**src/rtl/wit_pkg.sv**
```systemverilog
// constants, field layouts and bus carrier for the watchdog/interval timer
// assumes a single system clock and one register access per cycle
//
// Notes on behaviour
// - 8-bit up-counter steps on the selected tap while enabled
// - rollover ff to 00 gives overflow output or interval interrupt by mode
// - power-on reset zeroes the count; standby clears enable, so the count drops to 00
// - power-on clears control bits 7..5 and 2..0; standby only 7..5
// - interval flag set by interval overflow; cleared by read as 1, write 0
// - mode bit 0 selects interval interrupt, 1 the watchdog overflow output
// - enable bit 0 holds the count at 00; 1 counts on from current value
// - clock select 000..111 divides by 2,64,128,256,512,1024,4096,8192
// - reserved bits fixed: control 4,3 one; reset reg 5 zero, 4..0 one
// - reset register to 1f on pin reset and standby; survives own reset
// - watchdog flag set by watchdog overflow only; cleared by read, write 0
// - enable bit 1: watchdog overflow resets chip; else only count/control
// - shared write address: key 5a loads count, key a5 loads control
// - word a5/00 to reset register clears watchdog flag, keeps enable
// - key 5a word to reset register copies bit 6 into chip reset enable
// - byte reads: control at 8610, count at 8611, reset register at 8613
// - watchdog overflow drives the overflow output active for 128 cycles
// - chip reset from overflow stays asserted for 512 cycles
// - a count write coinciding with an increment wins; increment dropped

`default_nettype none

package wit_pkg;

	// ****************************************************************
	// addresses and keys
	// ****************************************************************
	localparam logic [31:0] ADDR_COUNT_CTRL_WR = 32'hffff8610;
	localparam logic [31:0] ADDR_RESET_CTRL_WR = 32'hffff8612;
	localparam logic [31:0] ADDR_CTRL_RD       = 32'hffff8610;
	localparam logic [31:0] ADDR_COUNT_RD      = 32'hffff8611;
	localparam logic [31:0] ADDR_RESET_CTRL_RD = 32'hffff8613;
	localparam logic [7:0]  KEY_COUNT          = 8'h5a;
	localparam logic [7:0]  KEY_CONTROL        = 8'ha5;
	localparam logic [7:0]  WATCHDOG_OVERFLOW_FLAG_CLEAR_DATA    = 8'h00;

	// ****************************************************************
	// field positions and reset values
	// ****************************************************************
	localparam int          FLAG_BIT           = 7;
	localparam int          MODE_BIT           = 6;
	localparam int          ENABLE_BIT         = 5;
	localparam int          CHIP_RESET_ENABLE_BIT           = 6;
	localparam logic [7:0]  COUNT_RESET        = 8'h00;
	localparam logic [7:0]  COUNT_MAX          = 8'hff;
	localparam logic [7:0]  COUNT_ONE          = 8'h01;
	localparam logic [2:0]  CKS_RESET          = 3'h0;
	localparam logic [1:0]  CTRL_RESERVED      = 2'h3;
	localparam logic [5:0]  RESET_RESERVED     = 6'h1f;
	localparam logic [7:0]  READ_UNMAPPED      = 8'h00;

	// ****************************************************************
	// timing
	// ****************************************************************
	localparam logic [7:0]  OVF_PULSE_CYCLES   = 8'h80;
	localparam logic [9:0]  CHIP_RESET_CYCLES  = 10'h200;
	localparam int          PRESCALE_WIDTH     = 13;
	// log2 of each divider, select 7 in the top nibble
	localparam logic [31:0] DIV_LOG2_TABLE     = 32'hdca98761;

	// ****************************************************************
	// register access carrier
	// ****************************************************************
	typedef struct packed {
		logic [31:0] addr;
		logic        write;  // write strobe, one cycle
		logic        read;   // read strobe, one cycle
		logic        word;   // 1 word transfer, 0 byte transfer
		logic [15:0] wdata;  // key in upper byte, data in lower
	} wit_bus_req_type;

endpackage

`default_nettype wire

```
**src/rtl/wit_prescaler.sv**
```systemverilog
// free running divider of the system clock giving one-cycle count ticks
// assumes the select is only changed while counting is stopped

`default_nettype none

module wit_prescaler
	import wit_pkg::*;
(
	// clock and reset
	input  wire logic       i_clock,
	input  wire logic       i_rst,
	// tap select
	input  wire logic [2:0] i_clock_select,
	// tick out
	output var  logic       o_tick
);

	// ****************************************************************
	// divider
	// ****************************************************************
	logic [PRESCALE_WIDTH-1:0] div_count;

	function automatic logic [PRESCALE_WIDTH-1:0] tap_mask(
		input logic [2:0] sel);
		logic [3:0] lg;
		lg = DIV_LOG2_TABLE[{sel, 2'h0} +: 4];
		tap_mask = PRESCALE_WIDTH'((14'h0001 << lg) - 14'h0001);
	endfunction

	// free running count
	always_ff @(posedge i_clock or posedge i_rst)
	begin
		if (i_rst)
			div_count <= '0;
		else
			div_count <= div_count + PRESCALE_WIDTH'(1);
	end

	// tick once per divider period of the selected tap
	always_ff @(posedge i_clock or posedge i_rst)
	begin
		if (i_rst)
			o_tick <= 1'b0;
		else
			o_tick <= &(div_count | ~tap_mask(i_clock_select));
	end

endmodule

`default_nettype wire

```
**src/rtl/wit_timer.sv**
```systemverilog
// watchdog / interval timer: counter, control, reset control and outputs
// assumes a synchronous register port; reset pin arrives asynchronously

`default_nettype none

module wit_timer
	import wit_pkg::*;
(
	// clock and resets
	input  wire logic                     i_clock,
	input  wire logic                     i_rst,
	input  wire logic                     i_external_reset_n,
	input  wire logic                     i_standby,
	// register port
	input  wire wit_pkg::wit_bus_req_type i_bus,
	output var  logic [7:0]               o_rdata,
	output var  logic                     o_rvalid,
	// events
	output var  logic                     o_overflow_n,
	output var  logic                     o_chip_reset,
	output var  logic                     o_interval_interrupt
);

	// ****************************************************************
	// state
	// ****************************************************************
	logic [1:0] ext_sync;
	logic       ext_rst;
	logic [7:0] watchdog_count;
	logic       interval_overflow_flag;
	logic       timer_mode_select;
	logic       count_enable;
	logic [2:0] clock_select;
	logic       watchdog_overflow_flag;
	logic       chip_reset_enable;
	logic       ovf_armed;
	logic       watchdog_overflow_flag_armed;
	logic [7:0] ovf_pulse_count;
	logic [9:0] chip_reset_count;
	logic       tick;
	logic       wr_count;
	logic       wr_control;
	logic       wr_chip_reset_enable;
	logic       wr_watchdog_overflow_flag_clear;
	logic       rd_byte;
	logic       rollover;
	logic       wdt_event;
	logic       iv_event;
	logic       ovf_clear;
	logic       watchdog_overflow_flag_clear;

	// ****************************************************************
	// reset pin synchroniser
	// ****************************************************************
	always_ff @(posedge i_clock or posedge i_rst)
	begin
		if (i_rst)
			ext_sync <= 2'h0;
		else
			ext_sync <= {ext_sync[0], i_external_reset_n};
	end

	assign ext_rst = ~ext_sync[1];

	// ****************************************************************
	// prescaler
	// ****************************************************************
	wit_prescaler i_wit_prescaler (
		.i_clock        (i_clock),
		.i_rst          (i_rst),
		.i_clock_select (clock_select),
		.o_tick         (tick)
	);

	// ****************************************************************
	// write decode: word writes only, keyed
	// ****************************************************************
	function automatic logic word_hit(input wit_bus_req_type b,
		input logic [31:0] a, input logic [7:0] key);
		word_hit = b.write && b.word && b.addr == a && b.wdata[15:8] == key;
	endfunction

	// keys that match neither value decode to nothing
	assign wr_count   = word_hit(i_bus, ADDR_COUNT_CTRL_WR, KEY_COUNT);
	assign wr_control = word_hit(i_bus, ADDR_COUNT_CTRL_WR, KEY_CONTROL);
	assign wr_chip_reset_enable    = word_hit(i_bus, ADDR_RESET_CTRL_WR, KEY_COUNT);
	assign wr_watchdog_overflow_flag_clear = word_hit(i_bus, ADDR_RESET_CTRL_WR, KEY_CONTROL)
		&& i_bus.wdata[7:0] == WATCHDOG_OVERFLOW_FLAG_CLEAR_DATA;
	assign rd_byte    = i_bus.read && !i_bus.word;

	// overflow events
	assign rollover  = tick && count_enable && !wr_count && !ext_rst
		&& watchdog_count == COUNT_MAX;
	assign wdt_event = rollover && timer_mode_select;
	assign iv_event  = rollover && !timer_mode_select;

	assign ovf_clear  = wr_control && !i_bus.wdata[FLAG_BIT] && ovf_armed;
	assign watchdog_overflow_flag_clear = wr_watchdog_overflow_flag_clear && watchdog_overflow_flag_armed;

	// ****************************************************************
	// counter
	// ****************************************************************
	always_ff @(posedge i_clock or posedge i_rst)
	begin
		if (i_rst)
			watchdog_count <= COUNT_RESET;
		else if (ext_rst || !count_enable)
			watchdog_count <= COUNT_RESET;
		else if (wr_count)
			watchdog_count <= i_bus.wdata[7:0];
		else if (tick)
			watchdog_count <= watchdog_count + COUNT_ONE;
	end

	// ****************************************************************
	// control/status fields
	// ****************************************************************
	always_ff @(posedge i_clock or posedge i_rst)
	begin
		if (i_rst)
		begin
			timer_mode_select <= 1'b0;
			count_enable      <= 1'b0;
			clock_select      <= CKS_RESET;
		end
		else if (ext_rst || (wdt_event && !wr_control))
		begin
			timer_mode_select <= 1'b0;
			count_enable      <= 1'b0;
			clock_select      <= CKS_RESET;
		end
		else if (i_standby)
		begin
			timer_mode_select <= 1'b0;
			count_enable      <= 1'b0;
		end
		else if (wr_control)
		begin
			timer_mode_select <= i_bus.wdata[MODE_BIT];
			count_enable      <= i_bus.wdata[ENABLE_BIT];
			clock_select      <= i_bus.wdata[2:0];
		end
	end

	// interval flag: a set in the clearing cycle wins
	always_ff @(posedge i_clock or posedge i_rst)
	begin
		if (i_rst)
			interval_overflow_flag <= 1'b0;
		else if (ext_rst)
			interval_overflow_flag <= 1'b0;
		else if (iv_event)
			interval_overflow_flag <= 1'b1;
		else if (i_standby || wdt_event || ovf_clear)
			interval_overflow_flag <= 1'b0;
	end

	// a read seeing the flag set arms its clear
	always_ff @(posedge i_clock or posedge i_rst)
	begin
		if (i_rst)
			ovf_armed <= 1'b0;
		else if (ext_rst || wr_control || !interval_overflow_flag)
			ovf_armed <= 1'b0;
		else if (rd_byte && i_bus.addr == ADDR_CTRL_RD)
			ovf_armed <= 1'b1;
	end

	// ****************************************************************
	// reset control/status
	// ****************************************************************
	always_ff @(posedge i_clock or posedge i_rst)
	begin
		if (i_rst)
			watchdog_overflow_flag <= 1'b0;
		else if (ext_rst)
			watchdog_overflow_flag <= 1'b0;
		else if (wdt_event)
			watchdog_overflow_flag <= 1'b1;
		else if (i_standby || watchdog_overflow_flag_clear)
			watchdog_overflow_flag <= 1'b0;
	end

	always_ff @(posedge i_clock or posedge i_rst)
	begin
		if (i_rst)
			watchdog_overflow_flag_armed <= 1'b0;
		else if (ext_rst || wr_watchdog_overflow_flag_clear || !watchdog_overflow_flag)
			watchdog_overflow_flag_armed <= 1'b0;
		else if (rd_byte && i_bus.addr == ADDR_RESET_CTRL_RD)
			watchdog_overflow_flag_armed <= 1'b1;
	end

	// enable bit survives the block's own overflow reset
	always_ff @(posedge i_clock or posedge i_rst)
	begin
		if (i_rst)
			chip_reset_enable <= 1'b0;
		else if (ext_rst || i_standby)
			chip_reset_enable <= 1'b0;
		else if (wr_chip_reset_enable)
			chip_reset_enable <= i_bus.wdata[CHIP_RESET_ENABLE_BIT];
	end

	// ****************************************************************
	// overflow output and chip reset pulses
	// ****************************************************************
	always_ff @(posedge i_clock or posedge i_rst)
	begin
		if (i_rst)
		begin
			ovf_pulse_count <= 8'h00;
			o_overflow_n    <= 1'b1;
		end
		else if (ext_rst)
		begin
			ovf_pulse_count <= 8'h00;
			o_overflow_n    <= 1'b1;
		end
		else if (wdt_event)
		begin
			ovf_pulse_count <= OVF_PULSE_CYCLES;
			o_overflow_n    <= 1'b0;
		end
		else if (ovf_pulse_count > 8'h01)
			ovf_pulse_count <= ovf_pulse_count - 8'h01;
		else
		begin
			ovf_pulse_count <= 8'h00;
			o_overflow_n    <= 1'b1;
		end
	end

	always_ff @(posedge i_clock or posedge i_rst)
	begin
		if (i_rst)
		begin
			chip_reset_count <= 10'h000;
			o_chip_reset     <= 1'b0;
		end
		else if (ext_rst)
		begin
			chip_reset_count <= 10'h000;
			o_chip_reset     <= 1'b0;
		end
		else if (wdt_event && chip_reset_enable)
		begin
			chip_reset_count <= CHIP_RESET_CYCLES;
			o_chip_reset     <= 1'b1;
		end
		else if (chip_reset_count > 10'h001)
			chip_reset_count <= chip_reset_count - 10'h001;
		else
		begin
			chip_reset_count <= 10'h000;
			o_chip_reset     <= 1'b0;
		end
	end

	// interrupt request follows the interval flag
	assign o_interval_interrupt = interval_overflow_flag;

	// ****************************************************************
	// byte read port
	// ****************************************************************
	always_ff @(posedge i_clock or posedge i_rst)
	begin
		if (i_rst)
		begin
			o_rdata  <= READ_UNMAPPED;
			o_rvalid <= 1'b0;
		end
		else
		begin
			o_rvalid <= rd_byte;
			if (!rd_byte)
				o_rdata <= READ_UNMAPPED;
			else if (i_bus.addr == ADDR_CTRL_RD)
				o_rdata <= {interval_overflow_flag, timer_mode_select,
					count_enable, CTRL_RESERVED, clock_select};
			else if (i_bus.addr == ADDR_COUNT_RD)
				o_rdata <= watchdog_count;
			else if (i_bus.addr == ADDR_RESET_CTRL_RD)
				o_rdata <= {watchdog_overflow_flag, chip_reset_enable,
					RESET_RESERVED};
			else
				o_rdata <= READ_UNMAPPED;
		end
	end
endmodule

`default_nettype wire

```
**config.mk**
```make
export PLATFORM = sky130hd
export DESIGN_NAME = wit_timer
export DESIGN_NICKNAME = d
export VERILOG_FILES = /design/src/rtl/wit_pkg.sv /design/src/rtl/wit_prescaler.sv /design/src/rtl/wit_timer.sv
export SDC_FILE = /design/constraint.sdc
export NUM_CORES = 1
export LEC_CHECK = 0
export ABC_AREA = 1
export ABC_CLOCK_PERIOD_IN_PS = 2700
export BUFFER_PORTS_ARGS = -buffer_cell sky130_fd_sc_hd__buf_2
export CORE_ASPECT_RATIO = 2
export CORE_MARGIN = 1.5
export CORE_UTILIZATION = 25
export DETAILED_ROUTE_END_ITERATION = 8
export PLACE_DENSITY_LB_ADDON = 0.08
export SYNTH_ARGS = -nofsm -noshare
export SYNTH_HDL_FRONTEND = slang
export SYNTH_HIERARCHICAL = 1
export SYNTH_SLANG_ARGS = --single-unit
```
**constraint.sdc**
```tcl
create_clock -name i_clock -period 2.7 [get_ports i_clock]
set_input_delay 0.27 -clock i_clock [delete_from_list [all_inputs] [get_ports i_clock]]
set_output_delay 0.27 -clock i_clock [all_outputs]
set_load 0.05 [all_outputs]
```
# Word-level counts from Yosys, hierarchy flattened
# Cells that the tools add are included.
[totals]
reg_bits = 63
input_bits = 55
output_inout_bits = 12
wordCells = 131
[op_classes]
add_sub_neg = 5
magnitude_cmp = 2
eq_ne = 12
n_shift = 2
mux = 40
bitwise_logic = 3
n_reduce_logical = 49
[op_table]
columns = ["operator", "n"]
rows = [
  ["$eq A32 B32 Y1 const B", 4],
  ["$mux W8", 10],
  ["$shiftx A32 B6 Y4 const A", 1],
  ["$mux W10", 3],
  ["$mux W1", 24],
  ["$logic_and A1 B1 Y1", 22],
  ["$eq A8 B8 Y1 const B", 2],
  ["$add A13 B1 Y13 const B", 1],
  ["$not A13 Y13", 1],
  ["$or A13 B13 Y13", 1],
  ["$reduce_and A13 Y1", 1],
  ["$shl A1 B4 Y13 const A", 1],
  ["$sub A13 B1 Y13 const B", 1],
  ["$gt A10 B1 Y1 const B", 1],
  ["$logic_or A1 B1 Y1", 10],
  ["$sub A10 B1 Y10 const B", 1],
  ["$mux W3", 3],
  ["$add A8 B1 Y8 const B", 1],
  ["$eq A8 B7 Y1 const B", 1],
  ["$gt A8 B1 Y1 const B", 1],
  ["$logic_not A1 Y1", 8],
  ["$logic_not A8 Y1", 1],
  ["$reduce_bool A2 Y1", 4],
  ["$sub A8 B1 Y8 const B", 1],
  ["other kinds (6)", 9],
]

# Depth between registers and ports, before layout
[logic_depth]
ltp_word = 13
depth_mapped = 15
ltp_nobuf = 15

# By module
# The synthesis kept the hierarchy.
[by_module_without_submodules]
columns = ["mod", "n_inst", "cells_per_inst", "area_each_um2", "seq_area_each_um2"]
rows = [
  ["wit_timer", 1, 380, 2931.6, 1227.4],
  ["wit_prescaler", 1, 115, 904.6, 350.3],
]

# Worst setup path after synthesis
# Ideal clock, no wire load.
[synth_path]
kind = "register -> register"
start = "register clock_select[1]"
end = "register i_wit_prescaler.o_tick"
setup_ps = 71
arrival_ps = 1964
required_time_ps = 2629
path_slack_ps = 665
path_stages_with_launch = 15
path_buffers = 0
period_less_slack_ps = 2035
cell_sequence = "dfrtp_1 -> inv_1 -> ha_1 -> inv_1 -> nand2_1 -> nand3b_1 -> ha_1 -> inv_1 -> nand2_1 -> nand2_1 -> nor2_1 -> nand2_1 -> nor2_1 -> nand3_1 -> nor2_1"
[synth_between]
elab_chain_len = 6
[synth_rtl]
columns = ["element", "line", "text"]
rows = [
  ["start, declared", "wit_timer.sv:33", "logic [2:0] clock_select;"],
  ["start signal, assigned", "wit_timer.sv:141", "clock_select <= i_bus.wdata[2:0];"],
  ["$shiftx A32 B6 Y4", "wit_prescaler.sv:26", "lg = DIV_LOG2_TABLE[{sel, 2'h0} +: 4];"],
  ["$shl A1 B4 Y13", "wit_prescaler.sv:27", "tap_mask = PRESCALE_WIDTH'((14'h0001 << lg) - 14'h0001);"],
  ["$sub A13 B1 Y13", "wit_prescaler.sv:27", ""],
  ["$not A13 Y13", "wit_prescaler.sv:45", "o_tick <= &(div_count | ~tap_mask(i_clock_select));"],
  ["$or A13 B13 Y13", "wit_prescaler.sv:45", ""],
  ["$reduce_and A13 Y1", "wit_prescaler.sv:45", ""],
  ["end signal, assigned", "wit_prescaler.sv:45", ""],
  ["end, declared", "wit_prescaler.sv:15", "output var logic o_tick"],
]
# No other way between the ends.
# A chain may end at the register's enable or synchronous reset.

# Final worst setup path
# Ends and elaborated chain as after synthesis.

==> flow_summary.json <==
{
  "run_status": "complete, no violations",
  "setup_viol": 0,
  "place_hpwl_mm": 8.32,
  "layout_worst_path_cycle_share_pct": 87.2,
  "power.density_cell_area_nw_per_um2": 464,
  "syn_area_per_cell_um2": 7.75,
  "root_buf_cell": "sky130_fd_sc_hd__clkbuf_16",
  "clock-skew-final_ns": 0.00827,
  "startpoint_type_of_the_worst_setup_path": "flop",
  "final.setup.tns_ns": 0,
  "ctsHoldBuffers": 0,
  "clk_path_buf_depth": 2,
  "fin_crit_ns": 2.35,
  "vdd.ir_drop.worst_v": 0.000271,
  "detailedRoute.firstIterationViolations": 90,
  "initial_core_util_pct": 25.7,
  "cts.clk_slew.worst_paths_ns": 0.06,
  "core_area_um2": 14900,
  "cts_made_buffers": 9,
  "design.portCount": 67,
  "diodes": 0,
  "floorplan.die.width_um": 90.6,
  "synth_seq_cells": 63,
  "synth_seq_area_share_pct": 41.1,
  "layout-drive-gt1-share_pct": 23.1,
  "maximum_number_of_pins_on_one_net_before_global_route_repair": 50,
  "placement.setup.worst_slack_ns": 0.374,
  "crit_path_end_kind": "flop",
  "finalWeightedCongestion": 0.839,
  "crit_required_ns": 2.96,
  "timing_hold_violations_final": 0,
  "per_cell_routed_wire_length_um": 13.6,
  "cap_viol_max_count": 0,
  "net_count_after_synthesis": 561,
  "timing.max_slew.rel_slack_pct": 56.2,
  "synthTopCellsByArea": "sky130_fd_sc_hd__dfrtp_1 40%, sky130_fd_sc_hd__nand2_1 11%, sky130_fd_sc_hd__inv_1 7.3%, sky130_fd_sc_hd__nor2_1 6.0%, sky130_fd_sc_hd__nand3_1 5.2%",
  "power_leakage_nw": 2.55,
  "grt_first_pass_wirelength_mm": 17.2,
  "synth_edf_count": 0,
  "synth_area_leader_cell": "sky130_fd_sc_hd__dfrtp_1",
  "post_cts_buffers": 0,
  "synth_flop_cell": "sky130_fd_sc_hd__dfrtp_1",
  "syn_to_final_growth_pct": 21.8,
  "unrepaired_setup_endpoints_after_global_routing": "no",
  "die_area_um2": 16100,
  "detail_route.wirelength_mm": 10.5,
  "clk_latency_ns": 0.33,
  "syn_area_um2": 3840,
  "detail_route.first_pass.iterations": 4,
  "grt_remaining_overflow": 0,
  "yosysUniqueCellTypes": 42,
  "vias": 3337,
  "criticalPathCategory": "reg2reg",
  "fin_nets": 636,
  "clock_sink_count": 63,
  "floorplan.rows": 63,
  "drc": 0,
  "timing.critical_path.fanout_max": 11,
  "clock_tree_from_tritoncts": "done",
  "max_clock_freq_ghz": 0.425,
  "track_usage_pct": 14.2,
  "dpl-instance-area_um2": 4390,
  "timing.final.ws_setup_ns": 0.345,
  "h-tree-depth": 3,
  "route.detailed.vias_per_inst": 4.33,
  "number_of_global_route_vias_before_repair": 3503,
  "syn-instance-count": 495,
  "drt.antenna.violating_nets": 0,
  "ys_async_sr_fraction_pct": 100,
  "ys_warn_count": 6,
  "chipHeight_um": 178,
  "design_area_um2": 4670,
  "tightest_slew_ns": 0.657,
  "yosys.area.top_type_share_pct": 40.4,
  "final-max-slew-violation-count": 0,
  "antenna_violations_before_repair": 0,
  "worst_hold_path_type": "in2async",
  "cts_resized": 0,
  "port_buffers": 66,
  "worstPathArrival_ns": 2.61
}
layer usage:
layer	wire length [um]	track usage (%)	share of wire (%)	vias up
li1	-	-	-	1701
met1	3820	13.5	36	1515
met2	5710	26.8	54	92
met3	447	2.77	4.3	29
met4	516	9.66	4.9	0
met5	0	0	0	-
layout by cell type, fill, tap and decap left out, drive strengths merged:
cell      Yosys  final
clkinvlp      0      1
xnor2         4      4
a31oi         2      2
nor3          3      3
clkbuf        0     13
or2           1      1
nand2       121    121
clkinv        0      2
o211ai        1      1
ha           11     11
nor4          8      8
o21bai        2      2
dfstp         1      1
inv          84     84
o21ai        28     28
and3          2      2
dfrtp        62     62
nand3        42     42
buf           4     68
nor4b         1      1
or3           1      1
o31ai         1      1
nand4        11     11
nand3b        1      1
a21oi         5      5
nor2         78     78
xor2         21     21
worst max-delay path, cell delays in order, from the launching register on:
cell                       delay (ns)
sky130_fd_sc_hd__dfrtp_1         0.55
sky130_fd_sc_hd__inv_1           0.15
sky130_fd_sc_hd__ha_1            0.35
sky130_fd_sc_hd__inv_1           0.14
sky130_fd_sc_hd__nand2_1         0.09
sky130_fd_sc_hd__nand2_1         0.10
sky130_fd_sc_hd__nand3b_1        0.12
sky130_fd_sc_hd__ha_1            0.29
sky130_fd_sc_hd__inv_1           0.03
sky130_fd_sc_hd__nand2_1         0.04
sky130_fd_sc_hd__nand2_1         0.04
sky130_fd_sc_hd__nor2_1          0.07
sky130_fd_sc_hd__nand2_1         0.05
sky130_fd_sc_hd__nor2_1          0.08
sky130_fd_sc_hd__nand3_1         0.08
sky130_fd_sc_hd__nor2_1          0.09
cell usage after synthesis (2+ instances only):
library cell and instances:
sky130_fd_sc_hd__o21bai_1 2, sky130_fd_sc_hd__and3_1 2, sky130_fd_sc_hd__xor2_1 21, sky130_fd_sc_hd__nand4_1 8, sky130_fd_sc_hd__nand3_1 40, sky130_fd_sc_hd__nand4_2 2, sky130_fd_sc_hd__xnor2_1 4, sky130_fd_sc_hd__buf_6 2
sky130_fd_sc_hd__nand2_2 6, sky130_fd_sc_hd__inv_1 75, sky130_fd_sc_hd__dfrtp_1 62, sky130_fd_sc_hd__ha_1 11, sky130_fd_sc_hd__o21ai_1 11, sky130_fd_sc_hd__nor2_2 15, sky130_fd_sc_hd__nor2_1 61, sky130_fd_sc_hd__buf_2 2
sky130_fd_sc_hd__nand2_8 2, sky130_fd_sc_hd__nor4_1 6, sky130_fd_sc_hd__a21oi_2 3, sky130_fd_sc_hd__nor4_2 2, sky130_fd_sc_hd__nand2_1 112, sky130_fd_sc_hd__inv_2 8, sky130_fd_sc_hd__nor3_1 2, sky130_fd_sc_hd__o21ai_0 17
sky130_fd_sc_hd__a21oi_1 2
final timing paths:
check | from | endpoint | slack (ns) | cells after the start
max | clock_select[1]$_DFFE_PP0P_ | i_wit_prescaler/o_tick$_DFF_PP0_ | 0.35 | 15
max in group asynchronous | i_rst | o_rdata[6]$_DFF_PP0_ | 2.14 | 3
min | i_rst | i_wit_prescaler/div_count[11]$_DFF_PP0_ | 0.01 | 2
max reg2reg | clock_select[1]$_DFFE_PP0P_ | i_wit_prescaler/o_tick$_DFF_PP0_ | 0.35 | 15
min reg2reg | ext_sync[0]$_DFF_PP0_ | ext_sync[1]$_DFF_PP0_ | 0.35 | 0
min in group i_clock | i_external_reset_n | ext_sync[0]$_DFF_PP0_ | 0.05 | 1
logic make-up (layout without fill, tap and decap cells):
| kind of cell | after synthesis | count (layout) | share of synthesized area, % |
|---|---|---|---|
| buf+inv | 88 | 168 | 9.13 |
| fa+ha+maj | 11 | 11 | 3.59 |
| compound gates | 39 | 39 | 5.87 |
| xor+xnor | 25 | 25 | 5.71 |
| simple gates | 269 | 269 | 34.6 |
| flops | 63 | 63 | 41.1 |
state kept, by name, indices dropped and copies added (netlist names), 2 cells and up:
signal,flops
watchdog_count,8
clock_select,3
chip_reset_count,10
ovf_pulse_count,8
i_wit_prescaler/div_count,13
o_rdata,8
ext_sync,2
area by class of cell:
| cell class | instances | area (um^2) |
|---|---|---|
| fill | 1591 | 10200 |
| sequential | 63 | 1580 |
| clock inverter | 3 | 17.5 |
| inverter | 84 | 318 |
| tap | 195 | 244 |
| clock buffer | 13 | 260 |
| multi-input combinational | 344 | 1910 |
| timing repair buffer | 68 | 345 |
power by group:
| group | internal (W) | leakage, nW | switching (W) | total (W) |
|---|---|---|---|---|
| registers | 0.000949 | 0.856 | 0.00000539 | 0.000955 |
| logic | 0.0000434 | 1.56 | 0.0000724 | 0.000116 |
| clock network | 0.000669 | 0.136 | 0.000426 | 0.00109 |
stage by stage:
stage	std cells	total power, W	util [%]	hold slack [ns]
after floorplan	495	0.00102	-	0.159
after global placement	754	0.00109	29.5	0.341
after detailed placement	754	0.00109	29.5	0.337
after CTS	770	0.00222	31.4	0.0255
after global routing	770	0.00227	31.4	0.0376
final	770	0.00217	31.4	0.0106
(Power assumes the default switching activity.)
